$ cat config.mk
export PLATFORM = sky130hd
export DESIGN_NAME = peripheral_event_interrupt_manager
export DESIGN_NICKNAME = d
export VERILOG_FILES = /design/src/design/prio_resolve.v /design/src/design/peripheral_event_interrupt_manager.v
export VERILOG_INCLUDE_DIRS = /design/src /design/src/inc
export SDC_FILE = /design/constraint.sdc
export NUM_CORES = 1
export LEC_CHECK = 0
export BUFFER_PORTS_ARGS = -buffer_cell sky130_fd_sc_hd__buf_2
export CELL_PAD_IN_SITES_DETAIL_PLACEMENT = 0
export CELL_PAD_IN_SITES_GLOBAL_PLACEMENT = 1
export CORE_AREA = 3 3 108 152
export CTS_CLUSTER_SIZE = 20
export DETAILED_ROUTE_END_ITERATION = 7
export DIE_AREA = 0 0 111 155
export PLACE_DENSITY = 0.87
export SYNTH_ARGS = -nofsm -noshare
export SYNTH_HDL_FRONTEND = slang
export SYNTH_SLANG_ARGS = --single-unit
$ cat constraint.sdc
create_clock -name pclk -period 14.81 [get_ports pclk]
set_input_delay 1.481 -clock pclk [delete_from_list [all_inputs] [get_ports pclk]]
set_output_delay 1.481 -clock pclk [all_outputs]
set_load 0.05 [all_outputs]
$ cat src/inc/peim_regs.vh
`ifndef PEIM_REGS_VH
`define PEIM_REGS_VH

// ----------------------------------------------------------------------
// register byte offsets
// ----------------------------------------------------------------------
`define OFS_RAW 8'h00
`define OFS_MASK 8'h04
`define OFS_MASKED 8'h08
`define OFS_SET 8'h0C
`define OFS_CLR 8'h10
`define OFS_IDX 8'h14
`define OFS_EN_SET 8'h18
`define OFS_EN_CLR 8'h1C
`define OFS_PRI0 8'h20
`define OFS_PRI1 8'h24
`define OFS_NMI 8'h28
`define OFS_ROUTE 8'h2C
`define OFS_CORE 8'h30
`define OFS_STS 8'h34
`define OFS_STS_MASK 8'h38

// ----------------------------------------------------------------------
// field positions
// ----------------------------------------------------------------------
`define PRI_W 2
`define PRI_TOP 7
`define PRI_LOW_ZERO 6'h00
`define NMI_SW_BIT 0
`define NMI_PEND_BIT 1
`define FAULT_PEND_BIT 2
`define RT_DMA_EN 0
`define RT_CH0_EN 8
`define RT_CH0_SUB 9
`define RT_CH1_EN 16
`define RT_CH1_SUB 17
`define RT_CH1_SPLIT 19
`define RT_CH1_SUBB 20
`define CORE_LVL_LSB 0
`define CORE_ID_LSB 8
`define STS_DMA 0
`define STS_GEN 1
`define STS_NMI 2
`define STS_W 3

// ----------------------------------------------------------------------
// reset values and fixed codes
// ----------------------------------------------------------------------
`define RST_WORD 32'h0000_0000
`define RST_PRI 2'h0
`define PRI_LOWEST 2'h3
`define LVL_NONE 3'h4
`define SRC_PERIPH 0
`define SRC_GRP_FIRST 1
`define SRC_GRP_SECOND 2

`endif

$ cat src/design/prio_resolve.v
`timescale 1ns/10ps
`include "peim_regs.vh"
// ----------------------------------------------------------------------
// picks the pending entry with the smallest priority code
// ----------------------------------------------------------------------
module prio_resolve #(
   parameter N = 8,
   parameter IW = 3
) (
   input wire [N-1:0] pend,
   input wire [2*N-1:0] pri,
   output reg found,
   output reg [IW-1:0] idx,
   output reg [1:0] best_pri
);
   integer i; // entry walker

   // strict less-than keeps the lower index on equal codes
   always @* begin
      found = 1'b0;
      idx = {IW{1'b0}};
      best_pri = `PRI_LOWEST;
      for (i = 0; i < N; i = i + 1) begin
         if (pend[i] && (!found || pri[2*i +: 2] < best_pri)) begin
            found = 1'b1;
            idx = i[IW-1:0];
            best_pri = pri[2*i +: 2];
         end
      end
   end
endmodule // prio_resolve

$ cat src/design/peripheral_event_interrupt_manager.v
// Summary of operation
// - four priority codes per source: 0,64,128,192
// - smaller priority code wins competition
// - preempt only with strictly smaller code
// - equal codes resolved by lower source number
// - reset, NMI, fault rank above all sources
// - NMI from software bit or error input
// - per-source priority field written by software
// - enable-set and enable-clear registers per source
// - six standard event registers per peripheral
// - mask gates each condition into the event
// - unmasked pending shows raw, masked, makes event
// - index read returns and clears top condition
// - event goes to core, DMA or peripheral
// - fixed core route, DMA route, generic routes
// - generic channels deliver 1:1 or 1:2; here only channel 1 can split, channel 0 is 1:1 only
// - power unit handshake before triggered action
// - grouping merges lines; pins in second group
//
// Local design decisions: the address map and register access over APB.
`timescale 1ns/10ps
`include "peim_regs.vh"

module peripheral_event_interrupt_manager #(
   parameter NCOND = 8, // peripheral conditions
   parameter NSRC = 8, // controller sources, multiple of 4
   parameter IW = 3, // source index width
   parameter NGPIO = 4, // pin interrupt lines
   parameter NFIRST = 4, // extra lines of the first group
   parameter NSUB = 4 // generic route subscribers
) (
   input wire pclk,
   input wire presetn,
   input wire psel,
   input wire penable,
   input wire pwrite,
   input wire [7:0] paddr,
   input wire [31:0] pwdata,
   output reg [31:0] prdata_q,
   output reg pready_q,
   output reg pslverr_q,
   input wire [NCOND-1:0] cond_in,
   input wire [NSRC-1:0] ext_irq_in,
   input wire [NFIRST-1:0] grp_first_in,
   input wire [NGPIO-1:0] gpio_irq_pin,
   input wire system_control_unit_err_in,
   input wire hard_fault_in,
   input wire core_ack_in,
   input wire core_eoi_in,
   output reg irq_req_q,
   output reg [IW-1:0] irq_id_q,
   output reg nmi_req_q,
   output reg fault_req_q,
   output reg pwr_req_q,
   input wire pwr_ack_in,
   output reg dma_trig_q,
   output reg [NSUB-1:0] sub_trig_q,
   output reg irq_q
);
   // ----------------
   // declarations
   // ----------------
   localparam S_IDLE = 3'b001; // waiting for an event edge
   localparam S_REQ = 3'b010; // asking power unit for domains
   localparam S_FIRE = 3'b100; // delivering the triggers

   reg [NCOND-1:0] raw_event_status_q; // raw condition flags
   reg [NCOND-1:0] event_mask_q; // condition gates
   wire [NCOND-1:0] masked_event_status; // raw and mask
   reg [NSRC-1:0] src_en_q; // per-source enables
   reg [2*NSRC-1:0] pri_q; // two-bit priority code per source
   reg [3:0] active_q; // one bit per level in service
   reg nmi_pend_q; // sticky NMI request
   reg fault_pend_q; // sticky hard fault request
   reg [31:0] route_q; // route configuration
   reg [`STS_W-1:0] sts_q; // sticky block events
   reg [`STS_W-1:0] sts_mask_q; // block interrupt gates
   reg [2:0] state_q; // route sequencer
   reg evt_prev_q; // event level one cycle ago
   reg evt_wait_q; // edge seen while sequencer busy
   reg [NGPIO-1:0] gpio_s1_q; // first sync stage
   reg [NGPIO-1:0] gpio_s2_q; // second sync stage
   reg [NSUB-1:0] sub_hit; // subscribers hit by a fire
   reg [31:0] rd_d; // read mux
   reg err_d; // unmapped address
   reg [2:0] cur_lvl; // level in service, none = 4
   reg nmi_seen_q; // NMI request one cycle ago
   integer k, kl, ks, km; // one loop index per process

   wire wr_acc = psel & penable & pready_q & pwrite; // write commits
   wire rd_acc = psel & penable & pready_q & ~pwrite; // read commits
   wire setup = psel & ~penable; // setup phase
   wire evt = |masked_event_status; // outgoing peripheral event
   wire evt_edge = evt & ~evt_prev_q; // new event
   wire [NSRC-1:0] src_line; // controller inputs
   wire [NSRC-1:0] src_pend; // enabled inputs
   wire best_found; // some source pending
   wire [IW-1:0] best_idx; // winning source
   wire [1:0] best_pri; // its priority code
   wire idx_found; // some condition pending
   wire [IW-1:0] idx_sel; // lowest pending condition

   // ----------------
   // peripheral event register set
   // ----------------
   assign masked_event_status = raw_event_status_q & event_mask_q;

   // lowest condition number ranks first for the index read
   prio_resolve #(.N(NCOND), .IW(IW)) u_idx (
      .pend(masked_event_status),
      .pri({2*NCOND{1'b0}}),
      .found(idx_found),
      .idx(idx_sel),
      .best_pri()
   );

   // raw flags: hardware set beats any clear in the same cycle
   always @(posedge pclk or negedge presetn) begin
      if (!presetn) begin
         raw_event_status_q <= {NCOND{1'b0}};
      end else begin
         for (k = 0; k < NCOND; k = k + 1) begin
            if (cond_in[k]) begin
               raw_event_status_q[k] <= 1'b1;
            end else if (wr_acc && paddr == `OFS_SET && pwdata[k]) begin
               raw_event_status_q[k] <= 1'b1;
            end else if (wr_acc && paddr == `OFS_CLR && pwdata[k]) begin
               raw_event_status_q[k] <= 1'b0;
            end else if (rd_acc && paddr == `OFS_IDX && idx_found &&
                         idx_sel == k[IW-1:0]) begin
               raw_event_status_q[k] <= 1'b0;
            end
         end
      end
   end

   // mask register
   always @(posedge pclk or negedge presetn) begin
      if (!presetn) begin
         event_mask_q <= {NCOND{1'b0}};
      end else if (wr_acc && paddr == `OFS_MASK) begin
         event_mask_q <= pwdata[NCOND-1:0];
      end
   end

   // ----------------
   // interrupt grouping
   // ----------------
   // pin lines are asynchronous, two stages before use
   always @(posedge pclk or negedge presetn) begin
      if (!presetn) begin
         gpio_s1_q <= {NGPIO{1'b0}};
         gpio_s2_q <= {NGPIO{1'b0}};
      end else begin
         gpio_s1_q <= gpio_irq_pin;
         gpio_s2_q <= gpio_s1_q;
      end
   end

   // fixed core route, both groups, then plain lines
   assign src_line = {ext_irq_in[NSRC-1:3],
                      |gpio_s2_q,
                      |grp_first_in,
                      evt};
   assign src_pend = src_line & src_en_q;

   // ----------------
   // source enables and priorities
   // ----------------
   always @(posedge pclk or negedge presetn) begin
      if (!presetn) begin
         src_en_q <= {NSRC{1'b0}};
      end else if (wr_acc && paddr == `OFS_EN_SET) begin
         src_en_q <= src_en_q | pwdata[NSRC-1:0];
      end else if (wr_acc && paddr == `OFS_EN_CLR) begin
         src_en_q <= src_en_q & ~pwdata[NSRC-1:0];
      end
   end

   // one byte per source, only the top two bits are stored
   genvar g;
   generate
      for (g = 0; g < NSRC; g = g + 1) begin : g_pri
         always @(posedge pclk or negedge presetn) begin
            if (!presetn) begin
               pri_q[2*g +: 2] <= `RST_PRI;
            end else if (wr_acc && paddr == `OFS_PRI0 + 4*(g/4)) begin
               pri_q[2*g +: 2] <= pwdata[8*(g%4)+`PRI_TOP -: `PRI_W];
            end
         end
      end
   endgenerate

   // ----------------
   // arbitration and preemption
   // ----------------
   prio_resolve #(.N(NSRC), .IW(IW)) u_arb (
      .pend(src_pend),
      .pri(pri_q),
      .found(best_found),
      .idx(best_idx),
      .best_pri(best_pri)
   );

   // level currently in service: lowest active level
   always @* begin
      cur_lvl = `LVL_NONE;
      for (kl = 3; kl >= 0; kl = kl - 1) begin
         if (active_q[kl]) begin
            cur_lvl = kl[2:0];
         end
      end
   end

   // exception pending flags, set beats the acknowledge
   always @(posedge pclk or negedge presetn) begin
      if (!presetn) begin
         nmi_pend_q <= 1'b0;
         fault_pend_q <= 1'b0;
      end else begin
         if (system_control_unit_err_in ||
             (wr_acc && paddr == `OFS_NMI && pwdata[`NMI_SW_BIT])) begin
            nmi_pend_q <= 1'b1;
         end else if (core_ack_in && nmi_req_q) begin
            nmi_pend_q <= 1'b0;
         end
         if (hard_fault_in) begin
            fault_pend_q <= 1'b1;
         end else if (core_ack_in && fault_req_q && !nmi_req_q) begin
            fault_pend_q <= 1'b0;
         end
      end
   end

   // requests to the core; NMI over fault over any source
   always @(posedge pclk or negedge presetn) begin
      if (!presetn) begin
         nmi_req_q <= 1'b0;
         fault_req_q <= 1'b0;
         irq_req_q <= 1'b0;
         irq_id_q <= {IW{1'b0}};
      end else begin
         nmi_req_q <= nmi_pend_q;
         fault_req_q <= fault_pend_q & ~nmi_pend_q;
         irq_req_q <= best_found & ~nmi_pend_q & ~fault_pend_q &
                      ({1'b0, best_pri} < cur_lvl) &
                      ~(core_ack_in & irq_req_q);
         irq_id_q <= best_idx;
      end
   end

   // active levels: acknowledge pushes, end of service pops lowest
   always @(posedge pclk or negedge presetn) begin
      if (!presetn) begin
         active_q <= 4'h0;
      end else if (core_ack_in && irq_req_q && !nmi_req_q && !fault_req_q) begin
         active_q[pri_q[2*irq_id_q +: 2]] <= 1'b1;
      end else if (core_eoi_in && cur_lvl != `LVL_NONE) begin
         active_q[cur_lvl[1:0]] <= 1'b0;
      end
   end

   // ----------------
   // DMA and generic routes with power handshake
   // ----------------
   // subscribers reached by both channels
   always @* begin
      sub_hit = {NSUB{1'b0}};
      if (route_q[`RT_CH0_EN]) begin
         sub_hit[route_q[`RT_CH0_SUB +: 2]] = 1'b1;
      end
      if (route_q[`RT_CH1_EN]) begin
         sub_hit[route_q[`RT_CH1_SUB +: 2]] = 1'b1;
         if (route_q[`RT_CH1_SPLIT]) begin
            sub_hit[route_q[`RT_CH1_SUBB +: 2]] = 1'b1;
         end
      end
   end

   // sequencer: request domains, wait grant, then fire once
   always @(posedge pclk or negedge presetn) begin
      if (!presetn) begin
         state_q <= S_IDLE;
         evt_prev_q <= 1'b0;
         evt_wait_q <= 1'b0;
         pwr_req_q <= 1'b0;
         dma_trig_q <= 1'b0;
         sub_trig_q <= {NSUB{1'b0}};
      end else begin
         evt_prev_q <= evt;
         dma_trig_q <= 1'b0;
         sub_trig_q <= {NSUB{1'b0}};
         case (state_q)
            S_IDLE: begin
               if (evt_edge || evt_wait_q) begin
                  evt_wait_q <= 1'b0;
                  if (route_q[`RT_DMA_EN] || |sub_hit) begin
                     pwr_req_q <= 1'b1;
                     state_q <= S_REQ;
                  end
               end
            end
            S_REQ: begin
               if (evt_edge) begin
                  evt_wait_q <= 1'b1;
               end
               if (pwr_ack_in) begin
                  state_q <= S_FIRE;
               end
            end
            S_FIRE: begin
               if (evt_edge) begin
                  evt_wait_q <= 1'b1;
               end
               dma_trig_q <= route_q[`RT_DMA_EN];
               sub_trig_q <= sub_hit;
               pwr_req_q <= 1'b0;
               state_q <= S_IDLE;
            end
            default: begin
               pwr_req_q <= 1'b0;
               state_q <= S_IDLE;
            end
         endcase
      end
   end

   // route configuration
   always @(posedge pclk or negedge presetn) begin
      if (!presetn) begin
         route_q <= `RST_WORD;
      end else if (wr_acc && paddr == `OFS_ROUTE) begin
         route_q <= pwdata;
      end
   end

   // ----------------
   // block interrupt: sticky status, write one to clear
   // ----------------
   always @(posedge pclk or negedge presetn) begin
      if (!presetn) begin
         sts_q <= {`STS_W{1'b0}};
         sts_mask_q <= {`STS_W{1'b0}};
         irq_q <= 1'b0;
         nmi_seen_q <= 1'b0;
      end else begin
         nmi_seen_q <= nmi_req_q; // nmi flag only on a fresh request
         for (ks = 0; ks < `STS_W; ks = ks + 1) begin
            if ((ks == `STS_DMA && dma_trig_q) ||
                (ks == `STS_GEN && |sub_trig_q) ||
                (ks == `STS_NMI && nmi_req_q && !nmi_seen_q)) begin
               sts_q[ks] <= 1'b1; // set wins over clear
            end else if (wr_acc && paddr == `OFS_STS && pwdata[ks]) begin
               sts_q[ks] <= 1'b0;
            end
         end
         if (wr_acc && paddr == `OFS_STS_MASK) begin
            sts_mask_q <= pwdata[`STS_W-1:0];
         end
         irq_q <= |(sts_q & sts_mask_q);
      end
   end

   // ----------------
   // APB slave: zero wait states, read data latched at setup
   // ----------------
   always @* begin
      rd_d = `RST_WORD;
      err_d = 1'b0;
      case (paddr)
         `OFS_RAW: rd_d[NCOND-1:0] = raw_event_status_q;
         `OFS_MASK: rd_d[NCOND-1:0] = event_mask_q;
         `OFS_MASKED: rd_d[NCOND-1:0] = masked_event_status;
         `OFS_SET: rd_d = `RST_WORD;
         `OFS_CLR: rd_d = `RST_WORD;
         `OFS_IDX: begin
            if (idx_found) begin
               rd_d[IW:0] = {1'b0, idx_sel} + 1'b1;
            end
         end
         `OFS_EN_SET: rd_d[NSRC-1:0] = src_en_q;
         `OFS_EN_CLR: rd_d[NSRC-1:0] = src_en_q;
         `OFS_PRI0, `OFS_PRI1: begin
            for (km = 0; km < NSRC; km = km + 1) begin
               if (paddr == `OFS_PRI0 + 4*(km/4)) begin
                  rd_d[8*(km%4) +: 8] = {pri_q[2*km +: 2], `PRI_LOW_ZERO};
               end
            end
         end
         `OFS_NMI: begin
            rd_d[`NMI_PEND_BIT] = nmi_pend_q;
            rd_d[`FAULT_PEND_BIT] = fault_pend_q;
         end
         `OFS_ROUTE: rd_d = route_q;
         `OFS_CORE: begin
            rd_d[`CORE_LVL_LSB +: 4] = active_q;
            rd_d[`CORE_ID_LSB +: IW] = irq_id_q;
         end
         `OFS_STS: rd_d[`STS_W-1:0] = sts_q;
         `OFS_STS_MASK: rd_d[`STS_W-1:0] = sts_mask_q;
         default: err_d = 1'b1;
      endcase
   end

   // ready one cycle after setup; data and error stand with it
   always @(posedge pclk or negedge presetn) begin
      if (!presetn) begin
         pready_q <= 1'b0;
         pslverr_q <= 1'b0;
         prdata_q <= `RST_WORD;
      end else begin
         pready_q <= setup;
         pslverr_q <= setup & err_d; // error stands with ready only
         if (setup) begin
            prdata_q <= pwrite ? `RST_WORD : rd_d;
         end
      end
   end
endmodule // peripheral_event_interrupt_manager

==> impl_summary.txt, run 1 <==
----------------------------------------------------
[Status]
  Status ... completed

[Synth]
  Post-synth net total ... 761
  Number of distinct library cell variants in the gate-level netlist after synthesis ... 64
  Post-Syn Area ... 7210 um2
  Mapped Cells ... 677
  Predominant post-synthesis flop cell ... dfrtp_1
  Synth warn ... 0
  Synth async-reset ratio ... 100%
  Number of synthesized register bits ... 145
  Sequential share of the synthesized area ... 50.3%
  Post-synth EDFFs ... 0
  Syn Area/Cell ... 10.6 um2

[Global routing]
  Pin count of the biggest net entering global routing ... 77
  Via count of the first global-routing pass ... 6295
  Number of antenna violations at the first check in global routing ... 0
  Congestion Overflow GR ... 0
  GR Util All Layers ... 24.3%
  Global-route wire length before repair ... 33100 um

[Drt]
  1st-pass router iterations ... 5
  Final wirelength ... 20700 um
  Via count normalized by instance count ... 6.09
  Routed vias ... 6113
  Final routed wire length divided by cell count ... 20.6 um
  Iteration-0 DRC Markers ... 498
  Number of nets still failing antenna checks after routing ... 0
  Remaining design rule violation count ... 0

[Job]
  Count of max-cap constraint violations ... 0

[Clock network]
  # Post-CTS Setup Buffers ... 0
  Hold Buf Count CTS ... 0
  Clock tree from TritonCTS ... done
  Master cell of the clock root buffer ... clkbuf_16
  Clock input transition at the sequential cells of the worst setup and hold paths ... 60 ps
  CTS H-Tree Depth ... 4
  Count of clock tree sinks ... 145
  Quantity of gates resized following cts ... 0
  Later-pin clock latency in the skew report ... 420 ps
  Clock tree buffer depth ... 2
  Number of buffers added by the clock tree synthesis step ... 17

[Floorplanning]
  DIE HEIGHT ... 155 um
  I/O pin count ... 121
  Starting density of the core ... 47.9%
  Area enclosed by the die boundary ... 17200 um2
  Die boundary width ... 111 um
  Standard-cell row count ... 53
  Core region area ... 15100 um2

[STA]
  Summed negative setup slack over all endpoints ... 0 ps
  Transition time at the pin with the least slew margin ... 1120 ps
  Pins over their slew limit ... 0
  Fraction of the cycle the final worst path needs ... 47.8%
  Total of endpoints with negative setup slack in the final report ... 0
  Min Clock Period, post-route ... 7080 ps
  Number of hold violations in the final report ... 0
  F_max ... 0.141 GHz
  RSZ-0062 raised after global routing ... false
  Worst slew slack as a fraction of its limit ... 24.5%
  Setup Skew ... 4.48 ps

[Power]
  Final Power ... 0.868 mW
  Total power density per cell area ... 101 nW/um2
  Worst vdd rail ir drop ... 0.0000657 V
  Leakage power ... 4.16 nW

[Place]
  Routability cong. ... 0.893
  Number of buffer cells added on primary ports ... 117
  DPL Wire Length ... 15600 um

[Critical path]
  Most frequent CP cell ... ha_1
  CP max stage cell ... o41ai_2
  Critical Path End Type ... register
  CP delay by family, top ... compound AO/OA/AOI/OAI gates
  Required time of the critical path ... 15150 ps
  Stage delay of the slowest cell on the critical path ... 910 ps
  Startpoint Class ... input pin
  Arrival time worst endpoint ... 7430 ps
  Largest driver fanout on the critical path ... 10
  Cell-by-cell trace of the critical path ... buf_2 -> o41ai_2 -> nor2_2 -> nor4_1 -> o21ai_0 -> ha_1 -> nor2_1 -> a21oi_1 -> nor2_1 -> a31oi_1 -> mux2_2 -> ha_1 -> o41ai_2 -> mux2_2 -> ha_1 -> o41ai_2 -> mux2i_1 -> ha_1 -> a211o_1 -> a31oi_1
  Buf+Inv Stages, Crit Path ... 1
  Setup CP Type ... in -> reg

[Final layout]
  Leading cell type in the layout, fill and taps excluded ... dfrtp_1
  Final net count ... 883
  Synthesis-to-finish area growth ... 19.2%
  Fraction of layout cells with a size suffix above 1 ... 28.9%
  Most used cells in the layout excluding fill and tap cells ... dfrtp_1, buf_2, nand2_1
  Antenna cell count ... 0
  Filler instances ... 1290

[Min path]
  Class of the most critical hold timing path ... reg -> reg

----------------------------------------------------
[worst paths after layout]
check / depth (start not counted) / startpoint / end / slack [ps]
min in group asynchronous: 1 / presetn / prdata_q[22] / 1050
max in group asynchronous: 2 / presetn / pri_q[6] / 12320
min reg2reg: 0 / gpio_s1_q[2] / gpio_s2_q[2] / 350
max reg2reg: 16 / raw_event_status_q[1] / irq_req_q / 8540
max: 20 / grp_first_in[1] / irq_req_q / 7730
min: 0 / gpio_s1_q[2] / gpio_s2_q[2] / 350
[state kept, by name (all words and copies together) (netlist names), 3 cells and up, named ones only]
name / count
state_q: 3
active_q: 4
route_q: 32
pri_q: 16
sub_trig_q: 4
prdata_q: 32
gpio_s1_q: 4
event_mask_q: 8
gpio_s2_q: 4
sts_mask_q: 3
irq_id_q: 3
sts_q: 3
raw_event_status_q: 8
[cells by family after synthesis]
| kind of cell | count (synthesis) | share of synthesized area, % |
|---|---|---|
| muxes | 76 | 12.3 |
| buffers and inverters | 44 | 2.29 |
| xor gates and xnor gates | 1 | 0.122 |
| DFF | 145 | 50.3 |
| and+or+nand+nor | 201 | 13.1 |
| AOI/OAI and AO/OA | 199 | 19.9 |
| adders and majority gates | 11 | 1.87 |
[power breakdown]
part / internal (mW) / total (mW) / switching [mW]
sequential: 0.400 / 0.403 / 0.00327
clock: 0.241 / 0.422 / 0.181
combinational: 0.0133 / 0.0427 / 0.0293
total: 0.654 / 0.868 / 0.214
[cell type report]
cell class                      instances  area [um2]  area share [%]
Clock buffer                           18         439            5.11
Multi-Input combinational cell        488        3410            39.7
Tap cell                              192         240            2.80
Clock inverter                         14         145            1.69
Inverter                               25        93.8            1.09
Timing Repair Buffer                  122         629            7.32
Sequential cell                       145        3630            42.2
[cell usage after synthesis, types with 3 or more instances]
cell / instances / area (um2)
nor3b_1: 3 / 22.5
nor3_1: 6 / 30.0
mux2_2: 61 / 687
mux2i_1: 11 / 110
or2_2: 5 / 31.3
nand2_1: 70 / 263
nand2b_1: 8 / 50.1
a21oi_1: 41 / 205
clkbuf_1: 14 / 52.6
a22o_1: 22 / 193
a221o_1: 7 / 70.1
nor2_1: 49 / 184
a211oi_1: 6 / 45.0
nand3b_1: 3 / 22.5
a222oi_1: 4 / 40.0
or3_1: 3 / 18.8
and3_1: 4 / 25.0
a221oi_1: 3 / 26.3
dfrtp_1: 144 / 3600
a21o_1: 8 / 60.1
nor4_1: 5 / 31.3
mux4_2: 4 / 90.1
ha_1: 10 / 125
o21ai_0: 34 / 170
buf_1: 5 / 18.8
a311o_1: 3 / 30.0
nor2b_1: 3 / 18.8
inv_1: 25 / 93.8
a31oi_1: 12 / 75.1
o31ai_1: 4 / 30.0
or4_1: 3 / 22.5
o2111ai_1: 3 / 26.3
a32oi_1: 8 / 70.1
o41ai_2: 4 / 65.1
nand4_1: 4 / 25.0
nand3_1: 26 / 130
a22oi_1: 18 / 135
[stage by stage]
stage | cell area (um2) | utilization, % | hold WS [ps] | worst slack (ps) | instances
2_1_floorplan | 7210 | - | 331 | 8490 | 677
3_3_place_gp | 8010 | 53.2 | 337 | 7490 | 972
3_5_place_dp | 8010 | 53.2 | 336 | 7360 | 972
4_1_cts | 8590 | 57.1 | 355 | 7820 | 1004
5_1_grt | 8590 | 57.1 | 357 | 7330 | 1004
6_report | 8590 | 57.1 | 351 | 7730 | 1004
[per-layer routing]
layer / wire length (um) / GRT usage (%) / vias up
li1: - / - / 2795
met1: 8170 / 29.6 / 3003
met2: 10700 / 42.4 / 266
met3: 1320 / 5.21 / 49
met4: 558 / 9.33 / 0
met5: 0 / 0 / -
(Power assumes the default switching activity.)
==> run 2, diff against run 1 <==
Settings changed: CORE_AREA 3 3 108 152 to 3 3 113 158, DIE_AREA 0 0 111 155 to 0 0 116 161, PLACE_DENSITY 0.87 to 0.81.
Clock period 14.81 ns to 6.7 ns, I/O delays scaled along.
==> run 2 against run 1 <==
Compared with the run above:
- first-iteration DRC count shrank 11%
- sequential share of layout area shrank 0.46 points
- register-to-register slack got worse by 8000 ps
- final cell count up 1.4%
- sequential power increased by 120%
- critical path type is now reg -> reg
- largest cell class unchanged
- highest routed layer unchanged
==> impl_summary.txt, run 2 (same netlist as run 1, synthesis figures left out) <==
----------------------------------------------------
[Drt]
  Final wirelength ... 21500 um (+4.0%)
  1st-pass router iterations ... 7 (+2)
  Remaining design rule violation count ... 0 (unchanged)
  Met2 Wirelength ... 11300 um (+6.3%)
  Met1 layer wirelength in the final routing ... 8680 um (+6.3%)
  Iteration-0 DRC Markers ... 444 (-11%)
  Max Used Layer ... met4
  Met3 WL ... 860 um (-35%)
  Routed vias ... 6110 (-0.049%)
  Final routed wire length divided by cell count ... 21.1 um (+2.6%)
  Number of nets still failing antenna checks after routing ... 0 (unchanged)
  Via count normalized by instance count ... 6.00 (-1.4%)

[Clock network]
  Clock tree from TritonCTS ... done
  Master cell of the clock root buffer ... clkbuf_16
  Clock tree buffer depth ... 2 (unchanged)
  Hold Buf Count CTS ... 0 (unchanged)
  Quantity of gates resized following cts ... 0 (unchanged)
  Clock input transition at the sequential cells of the worst setup and hold paths ... 60 ps (about the same)
  Number of buffers added by the clock tree synthesis step ... 17 (unchanged)
  Count of clock tree sinks ... 145 (unchanged)
  Later-pin clock latency in the skew report ... 430 ps (about the same)
  # Post-CTS Setup Buffers ... 0 (unchanged)
  CTS H-Tree Depth ... 4 (unchanged)

[Floorplanning]
  Area enclosed by the die boundary ... 18700 um2 (+8.5%)
  Core region area ... 16700 um2 (+11%)
  I/O pin count ... 121 (unchanged)
  Die boundary width ... 116 um (+4.5%)
  DIE HEIGHT ... 161 um (+3.9%)
  Standard-cell row count ... 56 (+5.7%)
  Starting density of the core ... 43.2% (-4.7 points)

[STA]
  Transition time at the pin with the least slew margin ... 915 ps (-206 ps)
  Summed negative setup slack over all endpoints ... 0 ps (unchanged)
  Min Clock Period, post-route ... 6140 ps
  Setup Skew ... 9.41 ps (+4.94 ps)
  Number of hold violations in the final report ... 0 (unchanged)
  F_max ... 0.163 GHz
  Total of endpoints with negative setup slack in the final report ... 0 (unchanged)
  Worst slew slack as a fraction of its limit ... 39.0% (+14 points)
  RSZ-0062 raised after global routing ... false
  WHS ... 304 ps (-46.5 ps)
  Pins over their slew limit ... 0 (unchanged)
  Fraction of the cycle the final worst path needs ... 91.6%

[Critical path]
  CP max stage cell ... o41a_1
  Stage delay of the slowest cell on the critical path ... 540 ps (-370 ps)
  Most frequent CP cell ... ha_1
  Register-to-register setup slack ... 560 ps (-7980 ps)
  Required time of the critical path ... 7040 ps (-8110 ps)
  Buf+Inv Stages, Crit Path ... 0 (-1)
  Arrival time worst endpoint ... 6480 ps (-950 ps)
  CP delay by family, top ... compound AO/OA/AOI/OAI gates
  Largest driver fanout on the critical path ... 7 (-3)
  Startpoint Class ... register
  Critical Path End Type ... register
  Setup CP Type ... reg -> reg
  Cell-by-cell trace of the critical path ... a22o_1 -> o41a_1 -> nor4_1 -> o21ai_0 -> ha_1 -> nor2_1 -> a21oi_1 -> nor2_1 -> a31oi_1 -> mux2_2 -> ha_1 -> o41ai_2 -> mux2_2 -> ha_1 -> o41ai_2 -> mux2i_1 -> ha_1 -> a211o_1 -> a31oi_1

[Final layout]
  Antenna cell count ... 0 (unchanged)
  Leading registers by flop count ... prdata_q: 32 flops, route_q: 32 flops, pri_q: 16 flops
  Design area ... 8690 um2 (+1.1%)
  Synthesis-to-finish area growth ... 20.5%
  Final net count ... 886 (+0.34%)
  Most used cells in the layout excluding fill and tap cells ... dfrtp_1, buf_2, nand2_1
  Filler instances ... 1517 (+18%)
  Total area of multi-input combinational cells ... 3410 um2 (unchanged)
  Fraction of layout cells with a size suffix above 1 ... 29.2% (+0.26 points)
  Sequential Area ... 3630 um2 (unchanged)
  Leading cell type in the layout, fill and taps excluded ... dfrtp_1

[Status]
  Status ... completed

[Place]
  DPL Wire Length ... 16400 um (+4.8%)
  Post-detailed-placement cell area ... 8040 um2 (+0.45%)
  Number of buffer cells added on primary ports ... 117 (unchanged)
  Routability cong. ... 0.952 (+6.6%)

[Min path]
  Class of the most critical hold timing path ... in -> async

[Power]
  Worst vdd rail ir drop ... 0.000182 V (+180%)
  Total power density per cell area ... 232 nW/um2 (+130%)
  Leakage power ... 4.19 nW (+0.86%)

[Global routing]
  GR Util All Layers ... 23.9% (-0.42 points)
  Number of antenna violations at the first check in global routing ... 0 (unchanged)
  Congestion Overflow GR ... 0 (unchanged)
  Pin count of the biggest net entering global routing ... 86 (+12%)
  Via count of the first global-routing pass ... 6205 (-1.4%)
  Global-route wire length before repair ... 34300 um (+3.5%)

[Job]
  Count of max-cap constraint violations ... 0 (unchanged)

----------------------------------------------------
-- run 2: changes by cell type in the layout (fill, tap and decap cells not counted), sizes merged --
cell,before,now
buf,122,125
bufinv,1,4
clkbuf,18,17
clkinv,6,2
clkinvlp,0,1
inv,32,33
-- run 2: final cells by class --
type                    count  area share, %
clock buffers              17           4.90
well taps                 203           2.92
flip-flops and latches    145           41.8
repair buffers            125           7.51
clock inverters            15           2.49
inverters                  25           1.08
multi-input cells         488           39.3
-- run 2: per-layer routing --
| metal | track usage [%] | vias up |
|---|---|---|
| li1 | - | 2807 |
| met1 | 29.8 | 3074 |
| met2 | 40.6 | 193 |
| met3 | 4.16 | 36 |
| met4 | 10.0 | 0 |
| met5 | 0 | - |
-- run 2: through the flow --
step	power (mW)	worst slack, ps	utilization, %	std cells
final	2.02	561	52.1	1018
after global routing	2.09	140	52.1	1018
after global placement	1.00	661	48.2	986
after CTS	2.03	575	52.1	1018
after floorplan	0.941	1190	-	677
after detailed placement	1.00	478	48.2	986
-- run 2: worst register-to-register path: stages, from the launching register on --
cell and delay (ps):
dfrtp_1 450, a22o_1 320, o41a_1 540, nor4_1 530
o21ai_0 300, ha_1 350, nor2_1 40, a21oi_1 140
nor2_1 70, a31oi_1 290, mux2_2 400, ha_1 220
o41ai_2 490, mux2_2 410, ha_1 230, o41ai_2 530
mux2i_1 160, ha_1 220, a211o_1 250, a31oi_1 150
-- run 2: worst paths after layout --
kind,from,endpoint,cells after the start
min reg2reg,gpio_s1_q[0],gpio_s2_q[0],0
max in group asynchronous,presetn,raw_event_status_q[6],2
max,raw_event_status_q[1],irq_req_q,19
min,presetn,route_q[17],1
min in group pclk,gpio_s1_q[0],gpio_s2_q[0],0
max reg2reg,raw_event_status_q[1],irq_req_q,19
-- run 2: report_power, final --
group | total, mW | switching (mW) | internal (mW)
Combinational | 0.0948 | 0.0650 | 0.0299
Clock | 1.03 | 0.395 | 0.635
Sequential | 0.892 | 0.00811 | 0.884
